===== src/pkg/mac_rx_err_pkg.sv =====
// constants, field layouts and states for the mac receive error checker
// assumes one system clock domain; the mii receive clock is only sampled
package mac_rx_err_pkg;
  localparam logic [15:0] MAX_FRAME_LEN = 16'h05EE;
  localparam logic [3:0]  PREAMBLE_NIB  = 4'h5;
  localparam logic [3:0]  SFD_NIB       = 4'hD;
  localparam logic [31:0] CRC_INIT      = 32'hFFFFFFFF;
  localparam logic [31:0] CRC_POLY      = 32'hEDB88320;
  localparam logic [31:0] CRC_RESIDUE   = 32'hDEBB20E3;
  localparam logic [7:0]  ADDR_CTRL     = 8'h00;
  localparam logic [7:0]  ADDR_STATUS   = 8'h04;
  localparam logic [7:0]  ADDR_IRQ_STAT = 8'h08;
  localparam logic [7:0]  ADDR_IRQ_MASK = 8'h0C;
  localparam logic [1:0]  CTRL_RST      = 2'h0;
  localparam logic [5:0]  IRQ_MASK_RST  = 6'h00;
  localparam logic [1:0]  RESP_OKAY     = 2'h0;
  localparam logic [1:0]  RESP_SLVERR   = 2'h2;
  localparam int          CTRL_LONG_BIT = 0;
  localparam int          CTRL_PINJ_BIT = 1;

  typedef struct packed {
    logic parity;
    logic overrun;
    logic too_long;
    logic crc;
    logic align;
  } rx_err_t;

  typedef struct packed {
    rx_err_t     err;
    logic [15:0] length;
  } rx_status_t;

  typedef enum logic [1:0] {
    ST_IDLE     = 2'b00,
    ST_PREAMBLE = 2'b01,
    ST_DATA     = 2'b10,
    ST_DROP     = 2'b11
  } rx_state_t;
endpackage : mac_rx_err_pkg


===== src/hw/mac_rx_err_check.sv =====
// mii receive path with receive fifo, frame error checks and axi4-lite registers
// assumes rx clock, dv, er and data arrive unsynchronised from the phy
//
// The AXI4-Lite slave port and the address map were decided locally.

module mac_rx_err_check #(
  parameter int DEPTH = 16
) (
  input  wire logic        I_CLK,
  input  wire logic        I_RESET_N,
  input  wire logic        I_RX_CLK,
  input  wire logic        I_RX_DV,
  input  wire logic        I_RX_ER,
  input  wire logic [3:0]  I_RXD,
  output logic      [7:0]  O_RX_BYTE,
  output logic             O_RX_VALID,
  input  wire logic        I_RX_READY,
  output logic      [20:0] O_STATUS_WORD,
  output logic             O_STATUS_VALID,
  output logic             O_IRQ,
  input  wire logic [7:0]  I_AXI_AWADDR,
  input  wire logic        I_AXI_AWVALID,
  output logic             O_AXI_AWREADY,
  input  wire logic [31:0] I_AXI_WDATA,
  input  wire logic [3:0]  I_AXI_WSTRB,
  input  wire logic        I_AXI_WVALID,
  output logic             O_AXI_WREADY,
  output logic      [1:0]  O_AXI_BRESP,
  output logic             O_AXI_BVALID,
  input  wire logic        I_AXI_BREADY,
  input  wire logic [7:0]  I_AXI_ARADDR,
  input  wire logic        I_AXI_ARVALID,
  output logic             O_AXI_ARREADY,
  output logic      [31:0] O_AXI_RDATA,
  output logic      [1:0]  O_AXI_RRESP,
  output logic             O_AXI_RVALID,
  input  wire logic        I_AXI_RREADY
);
  localparam int PW = $clog2(DEPTH);
  localparam int CW = $clog2(DEPTH + 1);

  function automatic logic [31:0] crc_byte(input logic [31:0] c, input logic [7:0] b);
    logic [31:0] r;
    r = c;
    for (int i = 0; i < 8; i++) begin
      r = (r[0] ^ b[i]) ? ((r >> 1) ^ mac_rx_err_pkg::CRC_POLY) : (r >> 1);
    end
    return r;
  endfunction : crc_byte

  // two-stage synchroniser; stage one feeds stage two only
  logic [6:0] sync1_q;
  logic [6:0] sync2_q;
  logic       clk_prev_q;
  always_ff @(posedge I_CLK or negedge I_RESET_N) begin
    if (!I_RESET_N) begin
      sync1_q    <= 7'h00;
      sync2_q    <= 7'h00;
      clk_prev_q <= 1'b0;
    end else begin
      sync1_q    <= {I_RX_CLK, I_RX_DV, I_RX_ER, I_RXD};
      sync2_q    <= sync1_q;
      clk_prev_q <= sync2_q[6];
    end
  end
  logic       rx_rise;
  logic       dv;
  logic       er;
  logic [3:0] nib;
  assign rx_rise = sync2_q[6] & ~clk_prev_q;
  assign dv      = sync2_q[5];
  assign er      = sync2_q[4];
  assign nib     = sync2_q[3:0];

  // registers
  logic [1:0] ctrl_q;
  logic [1:0] ctrl_d;
  logic [5:0] irq_stat_q;
  logic [5:0] irq_stat_d;
  logic [5:0] irq_mask_q;
  logic [5:0] irq_mask_d;

  // fifo
  logic [8:0]    mem_q [DEPTH];
  logic [PW-1:0] wr_ptr_q;
  logic [PW-1:0] wr_ptr_d;
  logic [PW-1:0] rd_ptr_q;
  logic [PW-1:0] rd_ptr_d;
  logic [CW-1:0] count_q;
  logic [CW-1:0] count_d;
  logic          push;
  logic          pop;
  logic          full;
  logic [7:0]    push_byte;
  logic          par_bad;

  assign full       = (count_q == CW'(DEPTH));
  assign O_RX_VALID = (count_q != '0);
  assign O_RX_BYTE  = mem_q[rd_ptr_q][7:0];
  assign pop        = O_RX_VALID & I_RX_READY;
  assign par_bad    = pop & (^mem_q[rd_ptr_q] != 1'b0);

  always_comb begin
    wr_ptr_d = wr_ptr_q;
    rd_ptr_d = rd_ptr_q;
    if (push && !full) begin
      wr_ptr_d = (wr_ptr_q == PW'(DEPTH - 1)) ? '0 : wr_ptr_q + 1'b1;
    end
    if (pop) begin
      rd_ptr_d = (rd_ptr_q == PW'(DEPTH - 1)) ? '0 : rd_ptr_q + 1'b1;
    end
    count_d = count_q + CW'(push && !full) - CW'(pop);
  end
  always_ff @(posedge I_CLK or negedge I_RESET_N) begin
    if (!I_RESET_N) begin
      wr_ptr_q <= '0;
      rd_ptr_q <= '0;
      count_q  <= '0;
    end else begin
      wr_ptr_q <= wr_ptr_d;
      rd_ptr_q <= rd_ptr_d;
      count_q  <= count_d;
    end
  end
  // storage has no reset; count guards every read
  always_ff @(posedge I_CLK) begin
    if (push && !full) begin
      // even parity stored; the inject bit flips it so the check can be exercised
      mem_q[wr_ptr_q] <= {(^push_byte) ^ ctrl_q[mac_rx_err_pkg::CTRL_PINJ_BIT], push_byte};
    end
  end

  // receive state machine
  mac_rx_err_pkg::rx_state_t  state_q;
  mac_rx_err_pkg::rx_state_t  state_d;
  mac_rx_err_pkg::rx_err_t    err_q;
  mac_rx_err_pkg::rx_err_t    err_d;
  mac_rx_err_pkg::rx_status_t stat_q;
  mac_rx_err_pkg::rx_status_t stat_d;
  logic [31:0] crc_q;
  logic [31:0] crc_d;
  logic [15:0] len_q;
  logic [15:0] len_d;
  logic [3:0]  low_q;
  logic [3:0]  low_d;
  logic        half_q;
  logic        half_d;
  logic        done_q;
  logic        done_d;
  logic        crc_bad;

  assign crc_bad = (crc_q != mac_rx_err_pkg::CRC_RESIDUE);

  always_comb begin
    state_d   = state_q;
    err_d     = err_q;
    stat_d    = stat_q;
    crc_d     = crc_q;
    len_d     = len_q;
    low_d     = low_q;
    half_d    = half_q;
    done_d    = 1'b0;
    push      = 1'b0;
    push_byte = {nib, low_q};
    if (rx_rise) begin
      case (state_q)
        mac_rx_err_pkg::ST_IDLE: begin
          if (dv) begin
            state_d = (nib == mac_rx_err_pkg::PREAMBLE_NIB) ?
                      mac_rx_err_pkg::ST_PREAMBLE : mac_rx_err_pkg::ST_DROP;
          end
        end
        mac_rx_err_pkg::ST_PREAMBLE: begin
          if (!dv) begin
            state_d = mac_rx_err_pkg::ST_IDLE;
          end else if (nib == mac_rx_err_pkg::SFD_NIB) begin
            state_d = mac_rx_err_pkg::ST_DATA;
            err_d   = '0;
            crc_d   = mac_rx_err_pkg::CRC_INIT;
            len_d   = 16'h0000;
            half_d  = 1'b0;
          end else if (nib != mac_rx_err_pkg::PREAMBLE_NIB) begin
            state_d = mac_rx_err_pkg::ST_DROP;
          end
        end
        mac_rx_err_pkg::ST_DATA: begin
          if (dv) begin
            if (er) begin
              err_d.crc = 1'b1;
            end
            half_d = ~half_q;
            if (!half_q) begin
              low_d = nib;
            end else begin
              push  = 1'b1;
              crc_d = crc_byte(crc_q, {nib, low_q});
              len_d = (len_q == 16'hFFFF) ? len_q : len_q + 16'h0001;
              if (full) begin
                err_d.overrun = 1'b1;
              end
            end
          end else begin
            // frame end: final checks on the completed frame
            err_d.crc      = err_q.crc | crc_bad;
            err_d.align    = half_q & crc_bad;
            err_d.too_long = (len_q > mac_rx_err_pkg::MAX_FRAME_LEN) &
                             ~ctrl_q[mac_rx_err_pkg::CTRL_LONG_BIT];
            state_d        = mac_rx_err_pkg::ST_IDLE;
            done_d         = 1'b1;
          end
        end
        mac_rx_err_pkg::ST_DROP: begin
          if (!dv) begin
            state_d = mac_rx_err_pkg::ST_IDLE;
          end
        end
        default: state_d = mac_rx_err_pkg::ST_IDLE;
      endcase
    end
    if (par_bad) begin
      err_d.parity = 1'b1;
    end
    if (done_q) begin
      stat_d = '{err: err_q, length: len_q};
    end
  end
  always_ff @(posedge I_CLK or negedge I_RESET_N) begin
    if (!I_RESET_N) begin
      state_q <= mac_rx_err_pkg::ST_IDLE;
      err_q   <= '0;
      stat_q  <= '0;
      crc_q   <= mac_rx_err_pkg::CRC_INIT;
      len_q   <= 16'h0000;
      low_q   <= 4'h0;
      half_q  <= 1'b0;
      done_q  <= 1'b0;
    end else begin
      state_q <= state_d;
      err_q   <= err_d;
      stat_q  <= stat_d;
      crc_q   <= crc_d;
      len_q   <= len_d;
      low_q   <= low_d;
      half_q  <= half_d;
      done_q  <= done_d;
    end
  end

  // status word goes out one cycle after the flags settle
  logic status_valid_q;
  always_ff @(posedge I_CLK or negedge I_RESET_N) begin
    if (!I_RESET_N) begin
      status_valid_q <= 1'b0;
    end else begin
      status_valid_q <= done_q;
    end
  end
  assign O_STATUS_WORD  = stat_q;
  assign O_STATUS_VALID = status_valid_q;

  // axi4-lite slave; write taken when address and data are both offered
  logic        bvalid_q;
  logic        bvalid_d;
  logic [1:0]  bresp_q;
  logic [1:0]  bresp_d;
  logic        rvalid_q;
  logic        rvalid_d;
  logic [1:0]  rresp_q;
  logic [1:0]  rresp_d;
  logic [31:0] rdata_q;
  logic [31:0] rdata_d;
  logic        wr_go;
  logic        rd_go;
  logic [5:0]  w1c;
  logic [5:0]  events;

  assign wr_go         = I_AXI_AWVALID & I_AXI_WVALID & ~bvalid_q;
  assign rd_go         = I_AXI_ARVALID & ~rvalid_q;
  assign O_AXI_AWREADY = wr_go;
  assign O_AXI_WREADY  = wr_go;
  assign O_AXI_ARREADY = rd_go;
  assign O_AXI_BVALID  = bvalid_q;
  assign O_AXI_BRESP   = bresp_q;
  assign O_AXI_RVALID  = rvalid_q;
  assign O_AXI_RRESP   = rresp_q;
  assign O_AXI_RDATA   = rdata_q;
  assign events        = {done_q, err_q & {5{done_q}}};
  assign O_IRQ         = |(irq_stat_q & irq_mask_q);

  always_comb begin
    bvalid_d   = bvalid_q & ~I_AXI_BREADY;
    bresp_d    = bresp_q;
    rvalid_d   = rvalid_q & ~I_AXI_RREADY;
    rresp_d    = rresp_q;
    rdata_d    = rdata_q;
    ctrl_d     = ctrl_q;
    irq_mask_d = irq_mask_q;
    w1c        = 6'h00;
    if (wr_go) begin
      bvalid_d = 1'b1;
      bresp_d  = mac_rx_err_pkg::RESP_OKAY;
      case (I_AXI_AWADDR)
        mac_rx_err_pkg::ADDR_CTRL: begin
          if (I_AXI_WSTRB[0]) ctrl_d = I_AXI_WDATA[1:0];
        end
        mac_rx_err_pkg::ADDR_STATUS: ;
        mac_rx_err_pkg::ADDR_IRQ_STAT: begin
          if (I_AXI_WSTRB[0]) w1c = I_AXI_WDATA[5:0];
        end
        mac_rx_err_pkg::ADDR_IRQ_MASK: begin
          if (I_AXI_WSTRB[0]) irq_mask_d = I_AXI_WDATA[5:0];
        end
        default: bresp_d = mac_rx_err_pkg::RESP_SLVERR;
      endcase
    end
    if (rd_go) begin
      rvalid_d = 1'b1;
      rresp_d  = mac_rx_err_pkg::RESP_OKAY;
      case (I_AXI_ARADDR)
        mac_rx_err_pkg::ADDR_CTRL:     rdata_d = {30'h0, ctrl_q};
        mac_rx_err_pkg::ADDR_STATUS:   rdata_d = {11'h0, stat_q};
        mac_rx_err_pkg::ADDR_IRQ_STAT: rdata_d = {26'h0, irq_stat_q};
        mac_rx_err_pkg::ADDR_IRQ_MASK: rdata_d = {26'h0, irq_mask_q};
        default: begin
          rdata_d = 32'h00000000;
          rresp_d = mac_rx_err_pkg::RESP_SLVERR;
        end
      endcase
    end
    // a new event wins over a clear in the same cycle
    irq_stat_d = (irq_stat_q & ~w1c) | events;
  end
  always_ff @(posedge I_CLK or negedge I_RESET_N) begin
    if (!I_RESET_N) begin
      bvalid_q   <= 1'b0;
      bresp_q    <= mac_rx_err_pkg::RESP_OKAY;
      rvalid_q   <= 1'b0;
      rresp_q    <= mac_rx_err_pkg::RESP_OKAY;
      rdata_q    <= 32'h00000000;
      ctrl_q     <= mac_rx_err_pkg::CTRL_RST;
      irq_stat_q <= 6'h00;
      irq_mask_q <= mac_rx_err_pkg::IRQ_MASK_RST;
    end else begin
      bvalid_q   <= bvalid_d;
      bresp_q    <= bresp_d;
      rvalid_q   <= rvalid_d;
      rresp_q    <= rresp_d;
      rdata_q    <= rdata_d;
      ctrl_q     <= ctrl_d;
      irq_stat_q <= irq_stat_d;
      irq_mask_q <= irq_mask_d;
    end
  end

  logic frame_end;
  assign frame_end = rx_rise & ~dv & (state_q == mac_rx_err_pkg::ST_DATA);
endmodule : mac_rx_err_check


===== config.mk =====
export PLATFORM = sky130hd
export DESIGN_NAME = mac_rx_err_check
export DESIGN_NICKNAME = d
export VERILOG_FILES = /design/src/pkg/mac_rx_err_pkg.sv /design/src/hw/mac_rx_err_check.sv
export SDC_FILE = /design/constraint.sdc
export NUM_CORES = 1
export LEC_CHECK = 0
export BUFFER_PORTS_ARGS = -buffer_cell sky130_fd_sc_hd__buf_2
export CAP_MARGIN = 25
export CORE_MARGIN = 5
export CORE_UTILIZATION = 25
export CTS_BUF_LIST = sky130_fd_sc_hd__clkbuf_16
export CTS_CLUSTER_SIZE = 16
export DETAILED_ROUTE_END_ITERATION = 16
export GPL_TIMING_DRIVEN = 0
export PLACE_DENSITY = 0.45
export SETUP_SLACK_MARGIN = 0.05
export SLEW_MARGIN = 5
export SYNTH_ARGS = -nofsm -noshare
export SYNTH_HDL_FRONTEND = slang
export SYNTH_SLANG_ARGS = --single-unit

===== constraint.sdc =====
create_clock -name I_CLK -period 3 [get_ports I_CLK]
set_input_delay 0.6 -clock I_CLK [delete_from_list [all_inputs] [get_ports I_CLK]]
set_output_delay 0.6 -clock I_CLK [all_outputs]
set_load 0.05 [all_outputs]

* Word level (Yosys, flattened, before mapping)
Memories as Yosys holds them, arrays and structs flattened.
Cells that the tools add are included.
** Cells by class
- Add/sub/neg operators :: 5
- Order comparisons :: 1
- Equality and inequality tests :: 28
- Mux-type cells :: 62
- Bitwise gates (word level) :: 40
- Reductions and logical operators :: 28
** Operator list (number)
- 2-to-1 mux 32 bit :: 12
- NOT 13 -> 14 bit :: 8
- case mux 21 bit (4 select lines) :: 1
- 2-to-1 mux 16 bit :: 5
- case mux 32 bit (2 select lines) :: 1
- == test 8 x 4 -> 1 bit, second input constant :: 4
- != test 32 bit, second input constant :: 1
- case mux 16 bit (2 select lines) :: 1
- 2-to-1 mux 1 bit :: 23
- 2-to-1 mux 6 bit :: 3
- != test 2 bit, second input constant :: 9
- adder 16 x 1 -> 16 bit, second input constant :: 1
- == test 16 bit, second input constant :: 1
- == test 8 x 3 -> 1 bit, second input constant :: 2
- > comparator 16 x 11 -> 1 bit, second input constant :: 1
- zero test 8 bit :: 2
- 2-to-1 mux 2 bit :: 8
- 2-to-1 mux 5 bit :: 3
- AND reduction 5 bit :: 3
- AND reduction 7 bit :: 2
- AND 6 bit :: 2
- == test 4 bit, second input constant :: 3
- AND reduction 4 bit :: 3
- AND 1 bit :: 10
- other kinds (32) :: 55
** Storage, ports and cells
- Register bits :: 163
- Bits in writable memories :: 144
- Input bits :: 67
- Output and inout port bits :: 73
- Word-level logic and storage cells :: 197
- Memories kept :: 1
** Memories
- mem_q :: words 16, width 9, read ports 1, clocked after memory_dff 0, wr ports 1, RTL line mac_rx_err_check.sv:84 : logic [8:0] mem_q [DEPTH];

* Depth between registers and ports, before layout
Gate-level depths: netlist of the first run.
- Depth in word-level cells :: 19
- Depth in mapped cells :: 14
- Gate-level depth less buffers :: 13

* Worst setup path after synthesis of the first run
OpenSTA, ideal clock, no wires.
- Path kind :: reg2reg
- Start point :: reg state_q[0]
- End point :: reg count_q[4]
- Library setup time :: 0.123 ns
- Arrival time :: 3.178 ns
- Data required time :: 2.877 ns
- Setup slack :: -0.301 ns
- Stages on the path, launching flop included :: 15
- Path buffers :: 1
- Clock period less this slack :: 3.301 ns
- Cells stage by stage :: dfrtp_1 > inv_1 > ha_1 > clkbuf_1 > nand2_1 > nor4b_1 > inv_2 > ha_1 > inv_1 > ha_1 > fa_1 > a21oi_1 > nor2_1 > nor2_1 > xnor2_1
** Between the ends
- Cells in the longest elaborated chain, start to end :: 6
** Ends and longest elaborated chain
- start: declaration :: RTL line mac_rx_err_check.sv:134 : mac_rx_err_pkg::rx_state_t state_q;
- start signal: assignment :: RTL line mac_rx_err_check.sv:229 : state_q <= mac_rx_err_pkg::ST_IDLE;
- start signal: assignment :: RTL line mac_rx_err_check.sv:238 : state_q <= state_d;
- == test 2 bit :: RTL line mac_rx_err_check.sv:166 : case (state_q)
- 2-to-1 mux 1 bit :: RTL line mac_rx_err_check.sv:166
- 2-to-1 mux 1 bit :: RTL line mac_rx_err_check.sv:165 : if (rx_rise) begin
- logical AND 1 bit :: RTL line mac_rx_err_check.sv:112 : count_d = count_q + CW'(push && !full) - CW'(pop);
- adder 5 x 1 -> 5 bit :: RTL line mac_rx_err_check.sv:112
- subtractor 5 x 1 -> 5 bit :: RTL line mac_rx_err_check.sv:112
- named net count_d[4] :: RTL line mac_rx_err_check.sv:90 : logic [CW-1:0] count_d;
- end signal: assignment :: RTL line mac_rx_err_check.sv:122 : count_q <= count_d;
- end: declaration :: RTL line mac_rx_err_check.sv:89 : logic [CW-1:0] count_q;
The timed path passes the listed nets, and every way through them passes these cells.
A chain may end at the register's enable or synchronous reset.

* Worst setup path after layout of the first run
- Start point :: reg rd_ptr_q[0]
- End point :: out O_RX_BYTE[6]
** Between the ends
- Cells in the longest elaborated chain, start to end :: 1
** Ends and longest elaborated chain
- start: declaration :: RTL line mac_rx_err_check.sv:87 : logic [PW-1:0] rd_ptr_q;
- start signal: assignment :: RTL line mac_rx_err_check.sv:121 : rd_ptr_q <= rd_ptr_d;
- memory read (16 x 9 bit)
- end: declaration :: RTL line mac_rx_err_check.sv:15 : output logic [7:0] O_RX_BYTE,
Every way passes these cells.

==> results.py, run 1 <==
metrics = {
    "status": {
        "status": "finished, violations left",
        "failed_checks": "negative setup slack",
    },
    "global_route": {
        "grt_max_degree": 98,
        "antenna_found_initial": 0,
        "grt.overflow.total": 0,
        "grt_pass1_wl_um": 48300,
        "track_usage": 0.109,
        "first_global_vias": 7913,
    },
    "final_layout": {
        "stdcell_count": 1717,
        "fin_area_mm2": 0.0158,
        "fin_nets": 1111,
        "drive_gt1_frac": 0.313,
        "syn_to_final_growth_pct": 23.8,
        "utilization": 0.314,
        "antennaDiodeCount": 0,
    },
    "logic_synthesis": {
        "synthTopCellsByCount": "144 x edfxtp_1, 118 x dfrtp_1, 65 x xnor2_1, 48 x nand2_1, 41 x nor2_1",
        "synth_cell_types": 59,
        "synth_compound_area_frac": 0.0612,
        "synthAdderAreaFrac": 0.0221,
        "synth_edf_count": 144,
        "yosysMostFrequentCell": "edfxtp_1",
        "postSynthAreaPerCell_um2": 15.0,
        "syn-cell-area_mm2": 0.0128,
        "synthFlopType": "edfxtp_1",
        "yosys.area_share.simple": 0.0692,
        "synth_top_cell_by_area": "edfxtp_1",
        "synth_top_family_by_area": "multiplexers",
        "synthTopCellsByArea": "edfxtp_1 34%, dfrtp_1 23%, mux4_2 6.7%, dfstp_2 6.6%, xnor2_1 4.5%",
        "synth-xor-area-share": 0.0716,
        "syn_inst": 851,
        "synthArstFlopShare": 0.510,
        "ys_warn_count": 0,
        "synth_top_area_share": 0.339,
        "ys_seq_elements": 294,
        "synth.yosys.seq_area_share": 0.636,
        "muxShareOfSynthArea": 0.112,
    },
    "sta": {
        "fin_crit_sh": 1.07,
        "slew_violations": 0,
        "setup_tns_ns": -0.796,
        "hold_viol": 0,
        "clock.fmax_ghz": 0.310,
        "setup_ws_ns": -0.224,
        "slew_headroom": 0.397,
        "final-setup-viol-count": 8,
        "period_needed_ns": 3.22,
        "rsz0062_at_grt": "true",
        "fin_skew_ns": 0.0140,
        "holdWs_ns": 0.194,
        "worst_pin_slew_ns": 0.901,
    },
    "clock_network": {
        "clk_latency_ns": 0.52,
        "clock_sinks": 294,
        "cts_tree": "built",
        "clock-root-buffer": "clkbuf_16",
        "clock_path_buffers": 3,
        "clk_pin_slew_ns": 0.06,
        "cts_made_buffers": 34,
        "htree_levels": 2,
    },
    "setup_path": {
        "path_delay_family": "multiplexers",
        "worstSetupStartpointType": "register",
        "worstReg2RegStart": "rd_ptr_q[0]",
        "arrival_ns": 2.62,
        "r2r_end": "err_q[4]",
        "critPathRequiredTime_ns": 2.40,
        "path_buf_inv": 5,
        "crit_slowest_cell": "mux4_2",
        "r2r_cells": 10,
        "end_kind": "primary output",
        "worstSetupPathType": "register to primary output",
        "reg2reg_slack_ns": 0.03,
        "critPathMostFrequentCell": "buf_12",
        "cp_max_fo": 7,
        "max_stage_delay_ns": 0.56,
        "crit_chain": "buf_6 -> buf_12 -> buf_12 -> buf_12 -> mux4_2 -> mux4_2 -> buf_8",
    },
    "drt": {
        "viasPerCell": 4.33,
        "met2_wirelength_um": 14700,
        "top_layer_used": "met4",
        "wl_met3_um": 1130,
        "routed_wl_um": 30900,
        "wl_met1_um": 14500,
        "ant_nets": 0,
        "first_iter_violations": 410,
        "dr.pass1.iters": 4,
        "routedWlPerCell_um": 18.0,
        "dr_total_vias": 7434,
        "drc": 0,
    },
    "hold_path": {
        "min_path_type": "input port to register",
        "hp-start": "I_RXD[2]",
        "hold_end": "sync1_q[2]",
        "holdPathStages": 1,
    },
    "power_and_ir_drop": {
        "p_leak_nw": 6.21,
        "power_mw": 16.8,
        "vdd_drop_max_mv": 0.695,
        "power.density_mw_per_mm2": 1060,
    },
    "die": {
        "pin_count": 140,
        "core-area_mm2": 0.0504,
        "die_x_um": 236,
        "fp.dieArea_mm2": 0.0557,
        "die_y_um": 236,
        "row_count": 82,
        "initial_core_util": 0.254,
    },
    "placed_design": {
        "numPortBuffers": 95,
        "gp_congestion": 0.752,
        "pre_cts_ws_ns": -0.663,
        "dp_cells": 1633,
        "placed_area_mm2": 0.0142,
        "dp_hpwl_um": 20900,
    },
    "job": {
        "cap_violations": 0,
    },
}
routing by layer:
layer	up-vias	track usage
met5	-	0
met3	45	0.0190
li1	3487	-
met1	3787	0.151
met2	115	0.178
met4	0	0.0289
placed cells by master, fill, tap and decap left out, types with 6 or more instances in the layout:
master and count:
nand3_1 16, inv_1 24, clkinv_1 6, mux2_1 12, a22oi_1 7, nor2b_1 6, and2_1 18, clkbuf_1 15
edfxtp_1 144, xor2_1 33, a21oi_1 8, buf_2 87, buf_6 9, nand2_1 45, clkbuf_16 35, mux4_2 38
o21ai_1 15, nand4_1 8, a22o_1 20, buf_8 8, buf_4 37, conb_1 13, nor2_1 40, dfstp_2 32
ha_1 20, xnor2_1 61, dfrtp_1 114, o22a_1 27, mux2_2 25, nor3_1 7
cell type report:
type / instances / area (µm²)
Timing Repair Buffer: 126 / 846
Multi-Input combinational cell: 502 / 4520
Sequential cell: 294 / 8120
Fill cell: 4975 / 34600
Inverter: 22 / 82.6
Tap cell: 672 / 841
Clock buffer: 35 / 876
Buffer: 42 / 299
Clock inverter: 24 / 228
how the worst max path moves through the flow:
stage | startpoint | endpoint | cells after the start
floorplan | rd_ptr_q[0] | err_q[4] | 10
global placement | I_RESET_N | sync2_q[1] | 1
detailed placement | rd_ptr_q[1] | err_q[4] | 10
CTS | rd_ptr_q[0] | O_RX_BYTE[6] | 7
global route | rd_ptr_q[0] | O_RX_BYTE[6] | 7
finish | rd_ptr_q[0] | O_RX_BYTE[6] | 7
kinds of logic after synthesis:
family / Yosys count
other: 1
adder cells (fa/ha/maj): 22
buffers and inverters: 67
multiplexers: 83
flip-flops: 294
XOR/XNOR: 102
AND/OR/NAND/NOR: 177
AO/OA/AOI/OAI: 105
sequential cells by signal (all words and copies together), names as in the netlist, 6 cells and up:
register,count
len_q,16
O_STATUS_WORD,21
O_AXI_RDATA,21
sync1_q,7
irq_stat_q,6
sync2_q,7
crc_q,32
mem_q,144
irq_mask_q,6
power by group:
| part | internal, mW | switching (mW) | total, mW | leakage (nW) |
|---|---|---|---|---|
| registers | 5.01 | 0.534 | 5.54 | 3.18 |
| logic | 3.40 | 3.75 | 7.15 | 2.47 |
| clock network | 2.47 | 1.64 | 4.11 | 0.561 |
timing repair:
| item | in CTS | in global routing |
|---|---|---|
| hold buffers | 1 | 0 |
| pin swaps | 10 | 7 |
| resized for setup | 53 | 29 |
| hold endpoints to repair | 18 | 0 |
| setup endpoints to repair | 143 | 83 |
| cloned | 0 | 0 |
| setup buffers | 21 | 9 |
(Power assumes the default switching activity.)
==> run 2, diff against run 1 <==
--- a/config.mk
+++ b/config.mk
@@ -9,7 +9,6 @@
 export CAP_MARGIN = 25
 export CORE_MARGIN = 5
 export CORE_UTILIZATION = 25
-export CTS_BUF_LIST = sky130_fd_sc_hd__clkbuf_16
 export CTS_CLUSTER_SIZE = 16
 export DETAILED_ROUTE_END_ITERATION = 16
 export GPL_TIMING_DRIVEN = 0
==> run 2 against run 1 <==
Core utilization rose by 0.060 points. The flow still finishes with violations (negative setup slack). Via count rose by 0.28%. Critical endpoint unchanged. Critical path depth did not move. Combinational power barely moved.
==> results.py, run 2 (same netlist as run 1, synthesis figures left out) <==
metrics = {
    "clock_network": {
        "clock_sinks": 294,
        "clk_latency_ns": 0.52,
        "cts_made_buffers": 34,
        "clock-root-buffer": "clkbuf_16",
        "clk_pin_slew_ns": 0.06,
        "cts_tree": "built",
        "htree_levels": 2,
        "clock_path_buffers": 3,
    },
    "drt": {
        "first_iter_violations": 400,
        "dr_total_vias": 7455,
        "viasPerCell": 4.34,
        "ant_nets": 0,
        "routedWlPerCell_um": 18.0,
        "routed_wl_um": 30900,
        "drc": 0,
        "dr.pass1.iters": 4,
    },
    "sta": {
        "final-setup-viol-count": 8,
        "rsz0062_at_grt": "true",
        "slew_headroom": 0.413,
        "setup_ws_ns": -0.215,
        "hold_viol": 0,
        "fin_skew_ns": 0.0150,
        "period_needed_ns": 3.22,
        "worst_pin_slew_ns": 0.877,
        "fin_crit_sh": 1.07,
        "clock.fmax_ghz": 0.311,
        "holdWs_ns": 0.195,
        "slew_violations": 0,
    },
    "final_layout": {
        "syn_to_final_growth_pct": 24.1,
        "final_common_cell": "edfxtp_1",
        "top_register": "mem_q",
        "antennaDiodeCount": 0,
        "largest_reg_flops": 144,
        "fill_cells": 4972,
        "multi_input_area_mm2": 0.00452,
        "drive_gt1_frac": 0.316,
        "fin_nets": 1111,
        "seqCellArea_mm2": 0.00812,
        "largestRegisters": "mem_q x144, crc_q x32",
        "mostFrequentLayoutCells": "144 x edfxtp_1, 114 x dfrtp_1, 87 x buf_2",
    },
    "global_route": {
        "grt_pass1_wl_um": 48300,
        "antenna_found_initial": 0,
        "grt_max_degree": 98,
        "first_global_vias": 7919,
        "track_usage": 0.109,
        "grt.overflow.total": 0,
    },
    "status": {
        "failed_checks": "negative setup slack",
        "status": "finished, violations left",
    },
    "die": {
        "die_y_um": 236,
        "fp.dieArea_mm2": 0.0557,
        "pin_count": 140,
        "die_x_um": 236,
        "core-area_mm2": 0.0504,
        "row_count": 82,
        "initial_core_util": 0.254,
    },
    "power_and_ir_drop": {
        "power_mw": 16.9,
        "clock_power_share": 0.249,
        "vdd_drop_max_mv": 0.697,
        "seq_power_share": 0.328,
        "power.density_mw_per_mm2": 1070,
        "power.net_switching_mw": 5.94,
        "p_leak_nw": 6.20,
        "swShare": 0.351,
        "internal-power_mw": 11.0,
        "combPwrFrac": 0.423,
    },
    "hold_path": {
        "min_path_type": "input port to register",
    },
    "setup_path": {
        "cp_max_fo": 7,
        "worstSetupPathType": "register to primary output",
        "arrival_ns": 2.62,
        "critPathRequiredTime_ns": 2.40,
        "end_kind": "primary output",
        "worstSetupStartpointType": "register",
    },
    "placed_design": {
        "gp_congestion": 0.752,
        "numPortBuffers": 95,
        "pre_cts_ws_ns": -0.663,
        "dp_hpwl_um": 20900,
    },
    "job": {
        "cap_violations": 0,
    },
}
## run 2: cell types whose count changed in the layout (fill, tap and decap cells not counted)
cell and change:
inv_1 -7, clkbuf_1 +7, clkinv_1 -3, clkbuf_8 +3
## run 2: repair_timing
action | 4_1_cts | 5_1_grt
pin swaps | 10 | 7
setup buffers | 21 | 9
hold endpoints to repair | 18 | 0
hold buffers | 1 | 0
endpoints found under the setup margin | 143 | 83
resized for setup | 53 | 29
## run 2: final timing paths
check	start	end	slack (ns)	cells past startpoint
hold / removal	I_RXD[2]	sync1_q[2]	0.19	1
setup / recovery	rd_ptr_q[0]	O_RX_BYTE[6]	-0.22	7
setup reg to reg	rd_ptr_q[0]	err_q[4]	0	10
min in group asynchronous	I_RESET_N	count_q[4]	0.59	2
hold reg to reg	sync1_q[6]	sync2_q[6]	0.35	0
max in group asynchronous	I_RESET_N	sync2_q[2]	1.54	3
## run 2: power groups by stage
stage	clock network, mW	registers [mW]	logic (mW)
final	4.22	5.54	7.16
after detailed placement	0	5.63	6.08
after CTS	4.36	5.55	6.81
after global placement	0	5.62	6.05
after global routing	4.52	5.62	7.71
after floorplan	0	5.50	4.52
## run 2: layout make-up
cell class	instances	share of cell area
Buffer	42	0.0189
Timing Repair Buffer	126	0.0534
Inverter	22	0.00521
Sequential cell	294	0.513
Tap cell	672	0.0531
Multi-Input combinational cell	502	0.285
Clock buffer	45	0.0595
Clock inverter	14	0.0120
## run 2: layer usage
metal / up-vias / global-route usage / part of all wire
li1: 3485 / - / -
met3: 45 / 0.0190 / 0.034
met5: - / 0 / 0
met4: 0 / 0.0289 / 0.021
met1: 3813 / 0.151 / 0.47
met2: 112 / 0.178 / 0.48
## run 2: stage by stage
step / std cells / instance area, µm² / utilization / setup TNS (ns)
final: 1717 / 15800 / 0.315 / -0.802
after global routing: 1717 / 15800 / 0.315 / -1.52
after CTS: 1711 / 15700 / 0.312 / -1.14
after detailed placement: 1633 / 14200 / 0.282 / -22.41
after global placement: 1630 / 14200 / 0.281 / -153.42
after floorplan: 863 / 12800 / - / 0
## run 2: worst max-delay path, cell delays in order, from the launching register on
cell     delay (ns)
dfrtp_1        0.36
buf_6          0.12
buf_12         0.12
buf_12         0.12
buf_12         0.12
mux4_2         0.51
mux4_2         0.55
buf_8          0.18
